## src/phsc_params.svh

```systemverilog
// Constants of the phone system control register bank: offsets, fields, timing.
// Assumes a 125 MHz reference clock; included only by the register bank module, not by the other design files.
`ifndef PHSC_PARAMS_SVH
`define PHSC_PARAMS_SVH

// ----------------------------------------------------------------
// Register indices; byte address is four times the index
// ----------------------------------------------------------------
`define PHSC_IDX_LINE_CTRL 8'h22
`define PHSC_IDX_RTC_CTRL 8'h24
`define PHSC_IDX_PIN_SHARE 8'h28
`define PHSC_IDX_LCD_CTRL 8'h2d

// ----------------------------------------------------------------
// Field positions
// ----------------------------------------------------------------
`define PHSC_BIT_LINE_HOLD_EN 7
`define PHSC_BIT_RTC_RUN_EN 5
`define PHSC_BIT_RTC_TIMEOUT 7
`define PHSC_BIT_FRAME_SEL 0
`define PHSC_BIT_DUTY_BIAS 1
`define PHSC_BIT_BATT_EN 2
`define PHSC_BIT_BATT_LOW 4
`define PHSC_BIT_CONTRAST_LO 5
`define PHSC_BIT_CONTRAST_HI 6
`define PHSC_BIT_DISPLAY_ON 7
`define PHSC_BIT_SHARE_E 5
`define PHSC_BIT_SHARE_D_LO 6
`define PHSC_BIT_SHARE_D_HI 7

// ----------------------------------------------------------------
// Reset values and timing
// ----------------------------------------------------------------
`define PHSC_RST_BYTE 8'h00
`define PHSC_CLK_KHZ 125000
`define PHSC_RTC_PERIOD_MS 1000
`define PHSC_RTC_CYCLES (`PHSC_RTC_PERIOD_MS * `PHSC_CLK_KHZ)
`define PHSC_FRAME_FAST_HZ 128
`define PHSC_FRAME_CYCLES ((`PHSC_CLK_KHZ * 1000) / `PHSC_FRAME_FAST_HZ)
`define PHSC_RTC_VECTOR 8'h14

`endif

```

## src/phsc_pkg.sv

```systemverilog
// Types of the phone system control register bank.
// Assumes phsc_params.svh supplies the numeric constants.
package phsc_pkg;

   // Power modes, Gray coded along Normal, Green, Sleep, Idle
   typedef enum logic [1:0] {
      PHSC_MODE_NORMAL = 2'h0,
      PHSC_MODE_GREEN = 2'h1,
      PHSC_MODE_SLEEP = 2'h3,
      PHSC_MODE_IDLE = 2'h2
   } phsc_mode_e;

   typedef struct packed {
      logic display_on;
      logic contrast_sel_hi;
      logic contrast_sel_lo;
      logic duty_bias_sel;
      logic frame_sel;
   } phsc_lcd_cfg_s;

   typedef struct packed {
      logic seg_port_d_high_share;
      logic seg_port_d_low_share;
      logic seg_port_e_share;
   } phsc_pin_share_s;

   typedef logic [3:0] phsc_sel_t;

endpackage

```

## src/phsc_tick_gen.sv

```systemverilog
// Periodic one-cycle tick generator.
// Assumes one synchronous reset; the count restarts whenever the enable drops.
`timescale 1ns/100ps
module phsc_tick_gen #(
   parameter int PERIOD = 1000
) (
   input wire logic i_ref_clk,
   input wire logic i_rst,
   input wire logic i_enable,
   output logic o_tick
);

   localparam int CW = (PERIOD > 1) ? $clog2(PERIOD) : 1;
   localparam logic [CW-1:0] LAST = CW'(PERIOD - 1);

   logic [CW-1:0] count_r;
   logic [CW-1:0] count_nxt;
   logic wrap;
   logic tick_r;

   assign wrap = (count_r == LAST);
   assign count_nxt = !i_enable ? '0 : (wrap ? '0 : count_r + CW'(1));
   assign o_tick = tick_r;

   always_ff @(posedge i_ref_clk) begin
      if (i_rst) begin
         count_r <= '0;
         tick_r <= 1'b0;
      end else begin
         count_r <= count_nxt;
         tick_r <= i_enable & wrap;
      end
   end

endmodule

```

## src/phsc_regs.sv

```systemverilog
// Phone system control register bank: line control, RTC, battery detect, LCD setup.
// Assumes an AHB-Lite master on one 125 MHz clock and inputs synchronous to it.
`timescale 1ns/100ps
`include "phsc_params.svh"

module phsc_regs
   import phsc_pkg::*;
#(
   parameter int RTC_CYCLES = `PHSC_RTC_CYCLES,
   parameter int FRAME_CYCLES = `PHSC_FRAME_CYCLES
) (
   input wire logic i_ref_clk,
   input wire logic i_rst,
   // AHB-Lite slave
   input wire logic i_hsel,
   input wire logic [31:0] i_haddr,
   input wire logic [1:0] i_htrans,
   input wire logic i_hwrite,
   input wire logic [2:0] i_hsize,
   input wire logic [31:0] i_hwdata,
   input wire logic i_hready,
   output logic o_hreadyout,
   output logic o_hresp,
   output logic [31:0] o_hrdata,
   // Chip context
   input wire logic [1:0] i_op_mode,
   input wire logic i_porta_wake,
   input wire logic i_rtc_irq_ack,
   input wire logic i_batt_sense_in,
   // Line and RTC
   output logic o_line_make_out,
   output logic o_rtc_irq_request,
   output logic o_rtc_timeout_flag,
   // Battery detector and LCD
   output logic o_batt_detect_enable,
   output phsc_lcd_cfg_s o_lcd_cfg,
   output logic o_com_lo_enable,
   output logic o_lcd_frame_tick,
   output logic o_lcd_frame_phase,
   output phsc_pin_share_s o_pin_share
);

   // ----------------------------------------------------------------
   // Address decode
   // ----------------------------------------------------------------
   function automatic phsc_sel_t decode_addr(input logic [31:0] addr);
      phsc_sel_t sel;
      logic legal;
      sel = '0;
      legal = (addr[31:10] == 22'h000000) && (addr[1:0] == 2'h0);
      if (legal) begin
         sel[0] = (addr[9:2] == `PHSC_IDX_LINE_CTRL);
         sel[1] = (addr[9:2] == `PHSC_IDX_RTC_CTRL);
         sel[2] = (addr[9:2] == `PHSC_IDX_PIN_SHARE);
         sel[3] = (addr[9:2] == `PHSC_IDX_LCD_CTRL);
      end
      return sel;
   endfunction

   // ----------------------------------------------------------------
   // Declarations
   // ----------------------------------------------------------------
   logic addr_phase;
   phsc_sel_t addr_sel;
   logic wr_pend_r;
   phsc_sel_t wr_sel_r;
   logic [7:0] wr_byte;
   logic wr_line;
   logic wr_rtc;
   logic wr_share;
   logic wr_lcd;
   logic [31:0] rd_word;
   logic [31:0] hrdata_r;
   logic hreadyout_r;
   logic hresp_r;

   phsc_mode_e mode;
   logic line_hold_enable_r;
   logic line_hold_enable_nxt;
   logic line_make_r;
   logic line_make_nxt;
   logic line_trigger;

   logic rtc_run_enable_r;
   logic rtc_run_enable_nxt;
   logic rtc_timeout_flag_r;
   logic rtc_timeout_flag_nxt;
   logic rtc_irq_request_r;
   logic rtc_irq_request_nxt;
   logic rtc_tick;

   logic batt_detect_enable_r;
   logic batt_detect_enable_nxt;
   logic batt_low_flag_r;
   logic batt_low_flag_nxt;

   phsc_lcd_cfg_s lcd_cfg_r;
   phsc_lcd_cfg_s lcd_cfg_nxt;
   logic com_lo_enable_r;
   logic fast_tick;
   logic half_r;
   logic half_nxt;
   logic frame_tick_r;
   logic frame_tick_nxt;
   logic frame_phase_r;

   phsc_pin_share_s pin_share_r;
   phsc_pin_share_s pin_share_nxt;

   // ----------------------------------------------------------------
   // Bus slave: zero wait states, always OKAY
   // ----------------------------------------------------------------
   assign addr_phase = i_hsel & i_htrans[1] & i_hready;
   assign addr_sel = decode_addr(i_haddr);

   // Narrow writes land on the low byte lane only
   assign wr_byte = i_hwdata[7:0];
   assign wr_line = wr_pend_r & wr_sel_r[0];
   assign wr_rtc = wr_pend_r & wr_sel_r[1];
   assign wr_share = wr_pend_r & wr_sel_r[2];
   assign wr_lcd = wr_pend_r & wr_sel_r[3];

   always_ff @(posedge i_ref_clk) begin
      if (i_rst) begin
         wr_pend_r <= 1'b0;
         wr_sel_r <= '0;
      end else if (i_hready) begin
         wr_pend_r <= addr_phase & i_hwrite;
         wr_sel_r <= addr_sel;
      end
   end

   // ----------------------------------------------------------------
   // Line control
   // ----------------------------------------------------------------
   assign mode = phsc_mode_e'(i_op_mode);

   assign line_hold_enable_nxt = wr_line ? wr_byte[`PHSC_BIT_LINE_HOLD_EN]
                                         : line_hold_enable_r;

   always_comb begin
      line_trigger = 1'b0;
      unique case (mode)
         PHSC_MODE_NORMAL: line_trigger = rtc_tick;
         PHSC_MODE_GREEN: line_trigger = rtc_tick;
         PHSC_MODE_SLEEP: line_trigger = rtc_tick | i_porta_wake;
         PHSC_MODE_IDLE: line_trigger = i_porta_wake;
      endcase
   end

   // Clearing the enable wins over a trigger in the same cycle
   assign line_make_nxt = !line_hold_enable_nxt ? 1'b0
                        : ((line_hold_enable_r & line_trigger) | line_make_r);

   always_ff @(posedge i_ref_clk) begin
      if (i_rst) begin
         line_hold_enable_r <= 1'b0;
         line_make_r <= 1'b0;
      end else begin
         line_hold_enable_r <= line_hold_enable_nxt;
         line_make_r <= line_make_nxt;
      end
   end

   // ----------------------------------------------------------------
   // Real-time clock
   // ----------------------------------------------------------------
   assign rtc_run_enable_nxt = wr_rtc ? wr_byte[`PHSC_BIT_RTC_RUN_EN]
                                      : rtc_run_enable_r;

   phsc_tick_gen #(
      .PERIOD(RTC_CYCLES)
   ) u_rtc_tick (
      .i_ref_clk(i_ref_clk),
      .i_rst(i_rst),
      .i_enable(rtc_run_enable_r),
      .o_tick(rtc_tick)
   );

   // A fresh time-out always sets, even against a clearing write
   assign rtc_timeout_flag_nxt = rtc_tick
                               | (wr_rtc ? wr_byte[`PHSC_BIT_RTC_TIMEOUT]
                                         : rtc_timeout_flag_r);

   // Request ignores the time-out flag, so a stale flag never masks it
   assign rtc_irq_request_nxt = rtc_tick | (rtc_irq_request_r & ~i_rtc_irq_ack);

   always_ff @(posedge i_ref_clk) begin
      if (i_rst) begin
         rtc_run_enable_r <= 1'b0;
         rtc_timeout_flag_r <= 1'b0;
         rtc_irq_request_r <= 1'b0;
      end else begin
         rtc_run_enable_r <= rtc_run_enable_nxt;
         rtc_timeout_flag_r <= rtc_timeout_flag_nxt;
         rtc_irq_request_r <= rtc_irq_request_nxt;
      end
   end

   // ----------------------------------------------------------------
   // Low battery detector
   // ----------------------------------------------------------------
   assign batt_detect_enable_nxt = wr_lcd ? wr_byte[`PHSC_BIT_BATT_EN]
                                          : batt_detect_enable_r;

   // Flag follows the comparator only while powered; no settle timer here
   assign batt_low_flag_nxt = batt_detect_enable_r & i_batt_sense_in;

   always_ff @(posedge i_ref_clk) begin
      if (i_rst) begin
         batt_detect_enable_r <= 1'b0;
         batt_low_flag_r <= 1'b0;
      end else begin
         batt_detect_enable_r <= batt_detect_enable_nxt;
         batt_low_flag_r <= batt_low_flag_nxt;
      end
   end

   // ----------------------------------------------------------------
   // LCD configuration and pin sharing
   // ----------------------------------------------------------------
   always_comb begin
      lcd_cfg_nxt = lcd_cfg_r;
      if (wr_lcd) begin
         lcd_cfg_nxt.frame_sel = wr_byte[`PHSC_BIT_FRAME_SEL];
         lcd_cfg_nxt.duty_bias_sel = wr_byte[`PHSC_BIT_DUTY_BIAS];
         lcd_cfg_nxt.contrast_sel_lo = wr_byte[`PHSC_BIT_CONTRAST_LO];
         lcd_cfg_nxt.contrast_sel_hi = wr_byte[`PHSC_BIT_CONTRAST_HI];
         lcd_cfg_nxt.display_on = wr_byte[`PHSC_BIT_DISPLAY_ON];
      end
   end

   always_comb begin
      pin_share_nxt = pin_share_r;
      if (wr_share) begin
         pin_share_nxt.seg_port_e_share = wr_byte[`PHSC_BIT_SHARE_E];
         pin_share_nxt.seg_port_d_low_share = wr_byte[`PHSC_BIT_SHARE_D_LO];
         pin_share_nxt.seg_port_d_high_share = wr_byte[`PHSC_BIT_SHARE_D_HI];
      end
   end

   always_ff @(posedge i_ref_clk) begin
      if (i_rst) begin
         lcd_cfg_r <= '0;
         pin_share_r <= '0;
         com_lo_enable_r <= 1'b1;
      end else begin
         lcd_cfg_r <= lcd_cfg_nxt;
         pin_share_r <= pin_share_nxt;
         com_lo_enable_r <= ~lcd_cfg_nxt.duty_bias_sel;
      end
   end

   // ----------------------------------------------------------------
   // Frame timing: 128 Hz base, halved for 64 Hz
   // ----------------------------------------------------------------
   phsc_tick_gen #(
      .PERIOD(FRAME_CYCLES)
   ) u_frame_tick (
      .i_ref_clk(i_ref_clk),
      .i_rst(i_rst),
      .i_enable(lcd_cfg_r.display_on),
      .o_tick(fast_tick)
   );

   // Every base tick is a frame at 128 Hz, every second one at 64 Hz
   assign half_nxt = !lcd_cfg_r.display_on ? 1'b0 : (fast_tick ? ~half_r : half_r);
   assign frame_tick_nxt = fast_tick & (lcd_cfg_r.frame_sel | half_r);

   always_ff @(posedge i_ref_clk) begin
      if (i_rst) begin
         half_r <= 1'b0;
         frame_tick_r <= 1'b0;
         frame_phase_r <= 1'b0;
      end else begin
         half_r <= half_nxt;
         frame_tick_r <= frame_tick_nxt;
         // Drive polarity flips each frame to keep the panel free of DC
         if (!lcd_cfg_r.display_on) begin
            frame_phase_r <= 1'b0;
         end else if (frame_tick_nxt) begin
            frame_phase_r <= ~frame_phase_r;
         end
      end
   end

   // ----------------------------------------------------------------
   // Read path
   // ----------------------------------------------------------------
   // Next-state values let a read right after a write see the new data
   always_comb begin
      rd_word = 32'h00000000;
      unique case (1'b1)
         addr_sel[0]: begin
            rd_word[`PHSC_BIT_LINE_HOLD_EN] = line_hold_enable_nxt;
         end
         addr_sel[1]: begin
            rd_word[`PHSC_BIT_RTC_RUN_EN] = rtc_run_enable_nxt;
            rd_word[`PHSC_BIT_RTC_TIMEOUT] = rtc_timeout_flag_nxt;
         end
         addr_sel[2]: begin
            rd_word[`PHSC_BIT_SHARE_E] = pin_share_nxt.seg_port_e_share;
            rd_word[`PHSC_BIT_SHARE_D_LO] = pin_share_nxt.seg_port_d_low_share;
            rd_word[`PHSC_BIT_SHARE_D_HI] = pin_share_nxt.seg_port_d_high_share;
         end
         addr_sel[3]: begin
            rd_word[`PHSC_BIT_FRAME_SEL] = lcd_cfg_nxt.frame_sel;
            rd_word[`PHSC_BIT_DUTY_BIAS] = lcd_cfg_nxt.duty_bias_sel;
            rd_word[`PHSC_BIT_BATT_EN] = batt_detect_enable_nxt;
            rd_word[`PHSC_BIT_BATT_LOW] = batt_low_flag_nxt;
            rd_word[`PHSC_BIT_CONTRAST_LO] = lcd_cfg_nxt.contrast_sel_lo;
            rd_word[`PHSC_BIT_CONTRAST_HI] = lcd_cfg_nxt.contrast_sel_hi;
            rd_word[`PHSC_BIT_DISPLAY_ON] = lcd_cfg_nxt.display_on;
         end
         default: begin
            rd_word = 32'h00000000;
         end
      endcase
   end

   always_ff @(posedge i_ref_clk) begin
      if (i_rst) begin
         hrdata_r <= 32'h00000000;
         hreadyout_r <= 1'b1;
         hresp_r <= 1'b0;
      end else begin
         if (addr_phase & ~i_hwrite) begin
            hrdata_r <= rd_word;
         end
         hreadyout_r <= 1'b1;
         hresp_r <= 1'b0;
      end
   end

   // ----------------------------------------------------------------
   // Outputs
   // ----------------------------------------------------------------
   assign o_hreadyout = hreadyout_r;
   assign o_hresp = hresp_r;
   assign o_hrdata = hrdata_r;
   assign o_line_make_out = line_make_r;
   assign o_rtc_irq_request = rtc_irq_request_r;
   assign o_rtc_timeout_flag = rtc_timeout_flag_r;
   assign o_batt_detect_enable = batt_detect_enable_r;
   assign o_lcd_cfg = lcd_cfg_r;
   assign o_com_lo_enable = com_lo_enable_r;
   assign o_lcd_frame_tick = frame_tick_r;
   assign o_lcd_frame_phase = frame_phase_r;
   assign o_pin_share = pin_share_r;

endmodule

```

## config.mk

```make
export PLATFORM = sky130hd
export DESIGN_NAME = phsc_regs
export DESIGN_NICKNAME = d
export VERILOG_FILES = /design/src/phsc_pkg.sv /design/src/phsc_tick_gen.sv /design/src/phsc_regs.sv
export VERILOG_INCLUDE_DIRS = /design/src
export SDC_FILE = /design/constraint.sdc
export NUM_CORES = 1
export LEC_CHECK = 0
export BUFFER_PORTS_ARGS = -buffer_cell sky130_fd_sc_hd__buf_4
export CAP_MARGIN = 20
export CORE_MARGIN = 2
export CORE_UTILIZATION = 45
export CTS_CLUSTER_DIAMETER = 80
export CTS_CLUSTER_SIZE = 40
export DETAILED_ROUTE_END_ITERATION = 10
export PLACE_DENSITY = 0.76
export SLEW_MARGIN = 30
export SYNTH_ARGS = -nofsm -noshare
export SYNTH_HDL_FRONTEND = slang
export SYNTH_HIERARCHICAL = 1
export SYNTH_SLANG_ARGS = --single-unit
```

## constraint.sdc

```tcl
create_clock -name i_ref_clk -period 2.3 [get_ports i_ref_clk]
set_clock_uncertainty 0.1 [all_clocks]
set_input_delay 0.115 -clock i_ref_clk [delete_from_list [all_inputs] [get_ports i_ref_clk]]
set_output_delay 0.115 -clock i_ref_clk [all_outputs]
set_load 0.02 [all_outputs]
```

==> qor.yml <==
outcome: "complete, no violations"
fp.dieH_um: 95.09
dr.pass1.iters: 4
maxCapViolations: 0
end_kind: "register"
synth_top_area_share_pct: 42.36
finalInstanceArea_um2: 4608
ys.flop_type: "dfxtp_1"
synth_seq_cells: 79
fmax_mhz: 461.1
fin_nets: 597
numCtsBuffers: 9
dpl_cell_area_um2: 4264
crit_type: "reg -> reg"
port_buffers: 70
cts_max_level: 3
hold_violations: 0
fin_cells: 625
wl_per_cell_um: 13.16
cp_top_family: "simple AND/OR/NAND/NOR gates"
crit_path_cell_trace: "nand4_1, or4_1, or4_1, a21oi_1"
path_clk_slew_ns: 0.09
overflow: 0
cts_root_buf: "clkbuf_8"
initialDrtViolationCount: 117
grt_pass1_wl_um: 12950
timing.rr.end: "u_rtc_tick/count_r[25]"
async_flop_share_pct: 0
path_buf_inv: 0
critPathArrivalTime_ns: 2.35
vias_per_cell: 5.270
clk_path_buf_depth: 2
io-pin-count: 128
grt_antenna_before_repair: 0
grt_max_degree: 27
synth.avg_cell_area_um2: 8.764
hp-class: "in -> reg"
power_density_nw_per_um2: 555.9
start_kind: "register"
setup_viol_count_final: 0
synth-edff-count: 0
synth_area_leaders: "dfxtp_1 42%, buf_4 6.0%, nor2_1 5.8%, xnor2_1 3.8%, xor2_1 3.5%"
slowest_stage: "or4_1"
syn_area_um2: 3734
ys_warn_count: 6
die_w_um: 95.09
grt_pass1_vias: 2941
drc: 0
hold_path_end: "o_hrdata[7]"
required_ns: 2.48
ff2ff_path_depth: 4
rsz0062_at_grt: "false"
drive_above_1_share_pct: 21.35
hold_ws_ns: 0.01891
peakVddDrop_uv: 249.1
synth_top_cell_by_area: "dfxtp_1"
cpPeakStageDelay_ns: 0.67
r2r_setup_slack_ns: 0.13
dp_hpwl_um: 5946
r2r_start: "u_rtc_tick/count_r[9]"
gp_congestion: 0.8749
syn_to_final_growth_pct: 23.42
hold_depth: 4
fillers: 670
ctsResizeCount: 0
fin_tns_setup_ns: 0
start_util_pct: 45.90
ant_nets: 0
cts_tree: "built"
syn_inst: 426
yosysUniqueCellTypes: 48
rows: 33
groute.usage.overall_pct: 18.03
routed_wl_um: 8224
routed-via-count: 3294
n_antenna_cell: 0
p_leak_nw: 1.689
crit_top_cell: "or4_1"
post-route-period-util_pct: 94.30
core_region_area_um2: 8134
period_minus_slack_ns: 2.169
final_core_util_pct: 56.65
yosysSeqAreaShare_pct: 42.36
crit_path_max_fanout: 10
clock_latency_ns: 0.34
die-area_um2: 9041
hold_start: "i_haddr[9]"
numClockSinks: 79
dp.cells: 595
final_max_slew_viol_count: 0
## synth_stat cells, drive strengths merged (2+ instances only)
cell type  number
a21oi          21
and3            5
and4            5
buf            36
clkbuf          4
conb            2
dfxtp          79
ha              3
inv             9
mux2i          11
nand2          29
nand2b          8
nand3          22
nand4          19
nor2           58
nor2b           5
nor3            8
nor4           13
nor4b           5
nor4bb          2
o21ai          18
o31ai           6
o32ai           2
or3             9
or4            10
xnor2          16
xor2           15
## power breakdown
part	switching [mW]	internal (mW)	leakage, nW
registers	0.000704	1.37	0.636
clock network	0.525	0.512	0.0964
logic	0.0814	0.0754	0.956
## worst register-to-register path, delay by kind of cell (launching register included)
kind,cells,cell delay (ns)
flops,1,0.44
simple gates,3,1.44
compound gates,1,0.14
## layout by cell type, fill, tap and decap left out, types with 3 or more instances in the layout
cell,n
clkbuf_8,9
dlygate4sd3_1,14
nand4_1,18
nor2b_1,5
a21oi_1,19
or3_1,8
xnor2_1,16
buf_4,79
conb_1,27
dfxtp_1,79
nand2_1,29
inv_1,9
o21ai_0,15
and3_1,3
nand2b_1,8
nor4b_1,4
nand3_1,20
o21ai_1,3
and4_1,4
nor4_1,13
xor2_1,15
ha_1,3
nor3_1,8
mux2i_1,11
o31ai_1,6
nor2_1,58
or4_1,7
## per-layer routing
metal  global-route usage, %  part of all wire [%]  vias up
li1                        -                     -     1630
met1                   21.08                    43     1534
met2                   32.28                    49      116
met3                   2.292                   6.8       14
met4                   8.937                   1.8        0
met5                       0                     0        -
## cells by family after synthesis
kind of cell / Yosys count / share of synthesized area, %
adder cells (fa/ha/maj): 3 / 1.005
flip-flops: 79 / 42.36
multiplexers: 11 / 2.949
XOR/XNOR: 31 / 7.272
AND/OR/NAND/NOR: 201 / 29.76
other: 2 / 0.2011
AO/OA/AOI/OAI: 50 / 7.842
buffers and inverters: 49 / 8.612
## what timing repair did
| action | in CTS | in global routing |
|---|---|---|
| buffers inserted | 0 | 0 |
| hold buffers | 14 | 0 |
| hold endpoints to repair | 19 | 0 |
## stage by stage
stage	total power [mW]	setup WS, ns
after floorplan	1.494	0.1639
after global placement	1.534	0.1983
after detailed placement	1.536	0.1676
after CTS	2.588	0.1251
after global routing	2.655	0.02988
final	2.562	0.1310
## area by class of cell
| class | count | area, µm² | share of cell area (%) |
|---|---|---|---|
| Sequential cell | 79 | 1582 | 34.32 |
| Clock inverter | 7 | 80.08 | 1.738 |
| Clock buffer | 9 | 123.9 | 2.688 |
| Multi-Input combinational cell | 323 | 1924 | 41.76 |
| Timing Repair Buffer | 93 | 733.2 | 15.91 |
| Tap cell | 105 | 131.4 | 2.851 |
| Inverter | 9 | 33.78 | 0.7331 |
## sequential cells by signal, indices dropped and copies added (netlist names)
register,flops
o_rtc_timeout_flag,1
o_rtc_irq_request,1
line_hold_enable_r,1
o_pin_share,3
o_line_make_out,1
rtc_run_enable_r,1
u_frame_tick/o_tick,1
o_lcd_frame_phase,1
o_hrdata,7
o_lcd_frame_tick,1
o_batt_detect_enable,1
wr_sel_r,4
u_frame_tick/count_r,20
o_com_lo_enable,1
o_lcd_cfg,5
u_rtc_tick/o_tick,1
wr_pend_r,1
u_rtc_tick/count_r,27
half_r,1
## worst max-delay path by stage
| stage | from | endpoint | slack, ns | depth (start not counted) |
|---|---|---|---|---|
| 5_1_grt | u_rtc_tick/count_r[9] | u_rtc_tick/count_r[25] | 0.03 | 4 |
| 2_1_floorplan | u_rtc_tick/count_r[0] | u_rtc_tick/count_r[24] | 0.16 | 6 |
| 3_3_place_gp | u_rtc_tick/count_r[9] | u_rtc_tick/count_r[25] | 0.20 | 4 |
| 3_5_place_dp | u_rtc_tick/count_r[0] | u_rtc_tick/count_r[24] | 0.17 | 5 |
| 6_report | u_rtc_tick/count_r[9] | u_rtc_tick/count_r[25] | 0.13 | 4 |
| 4_1_cts | u_rtc_tick/count_r[9] | u_rtc_tick/count_r[25] | 0.13 | 4 |
Note: power is estimated with default switching activity, not from simulation.
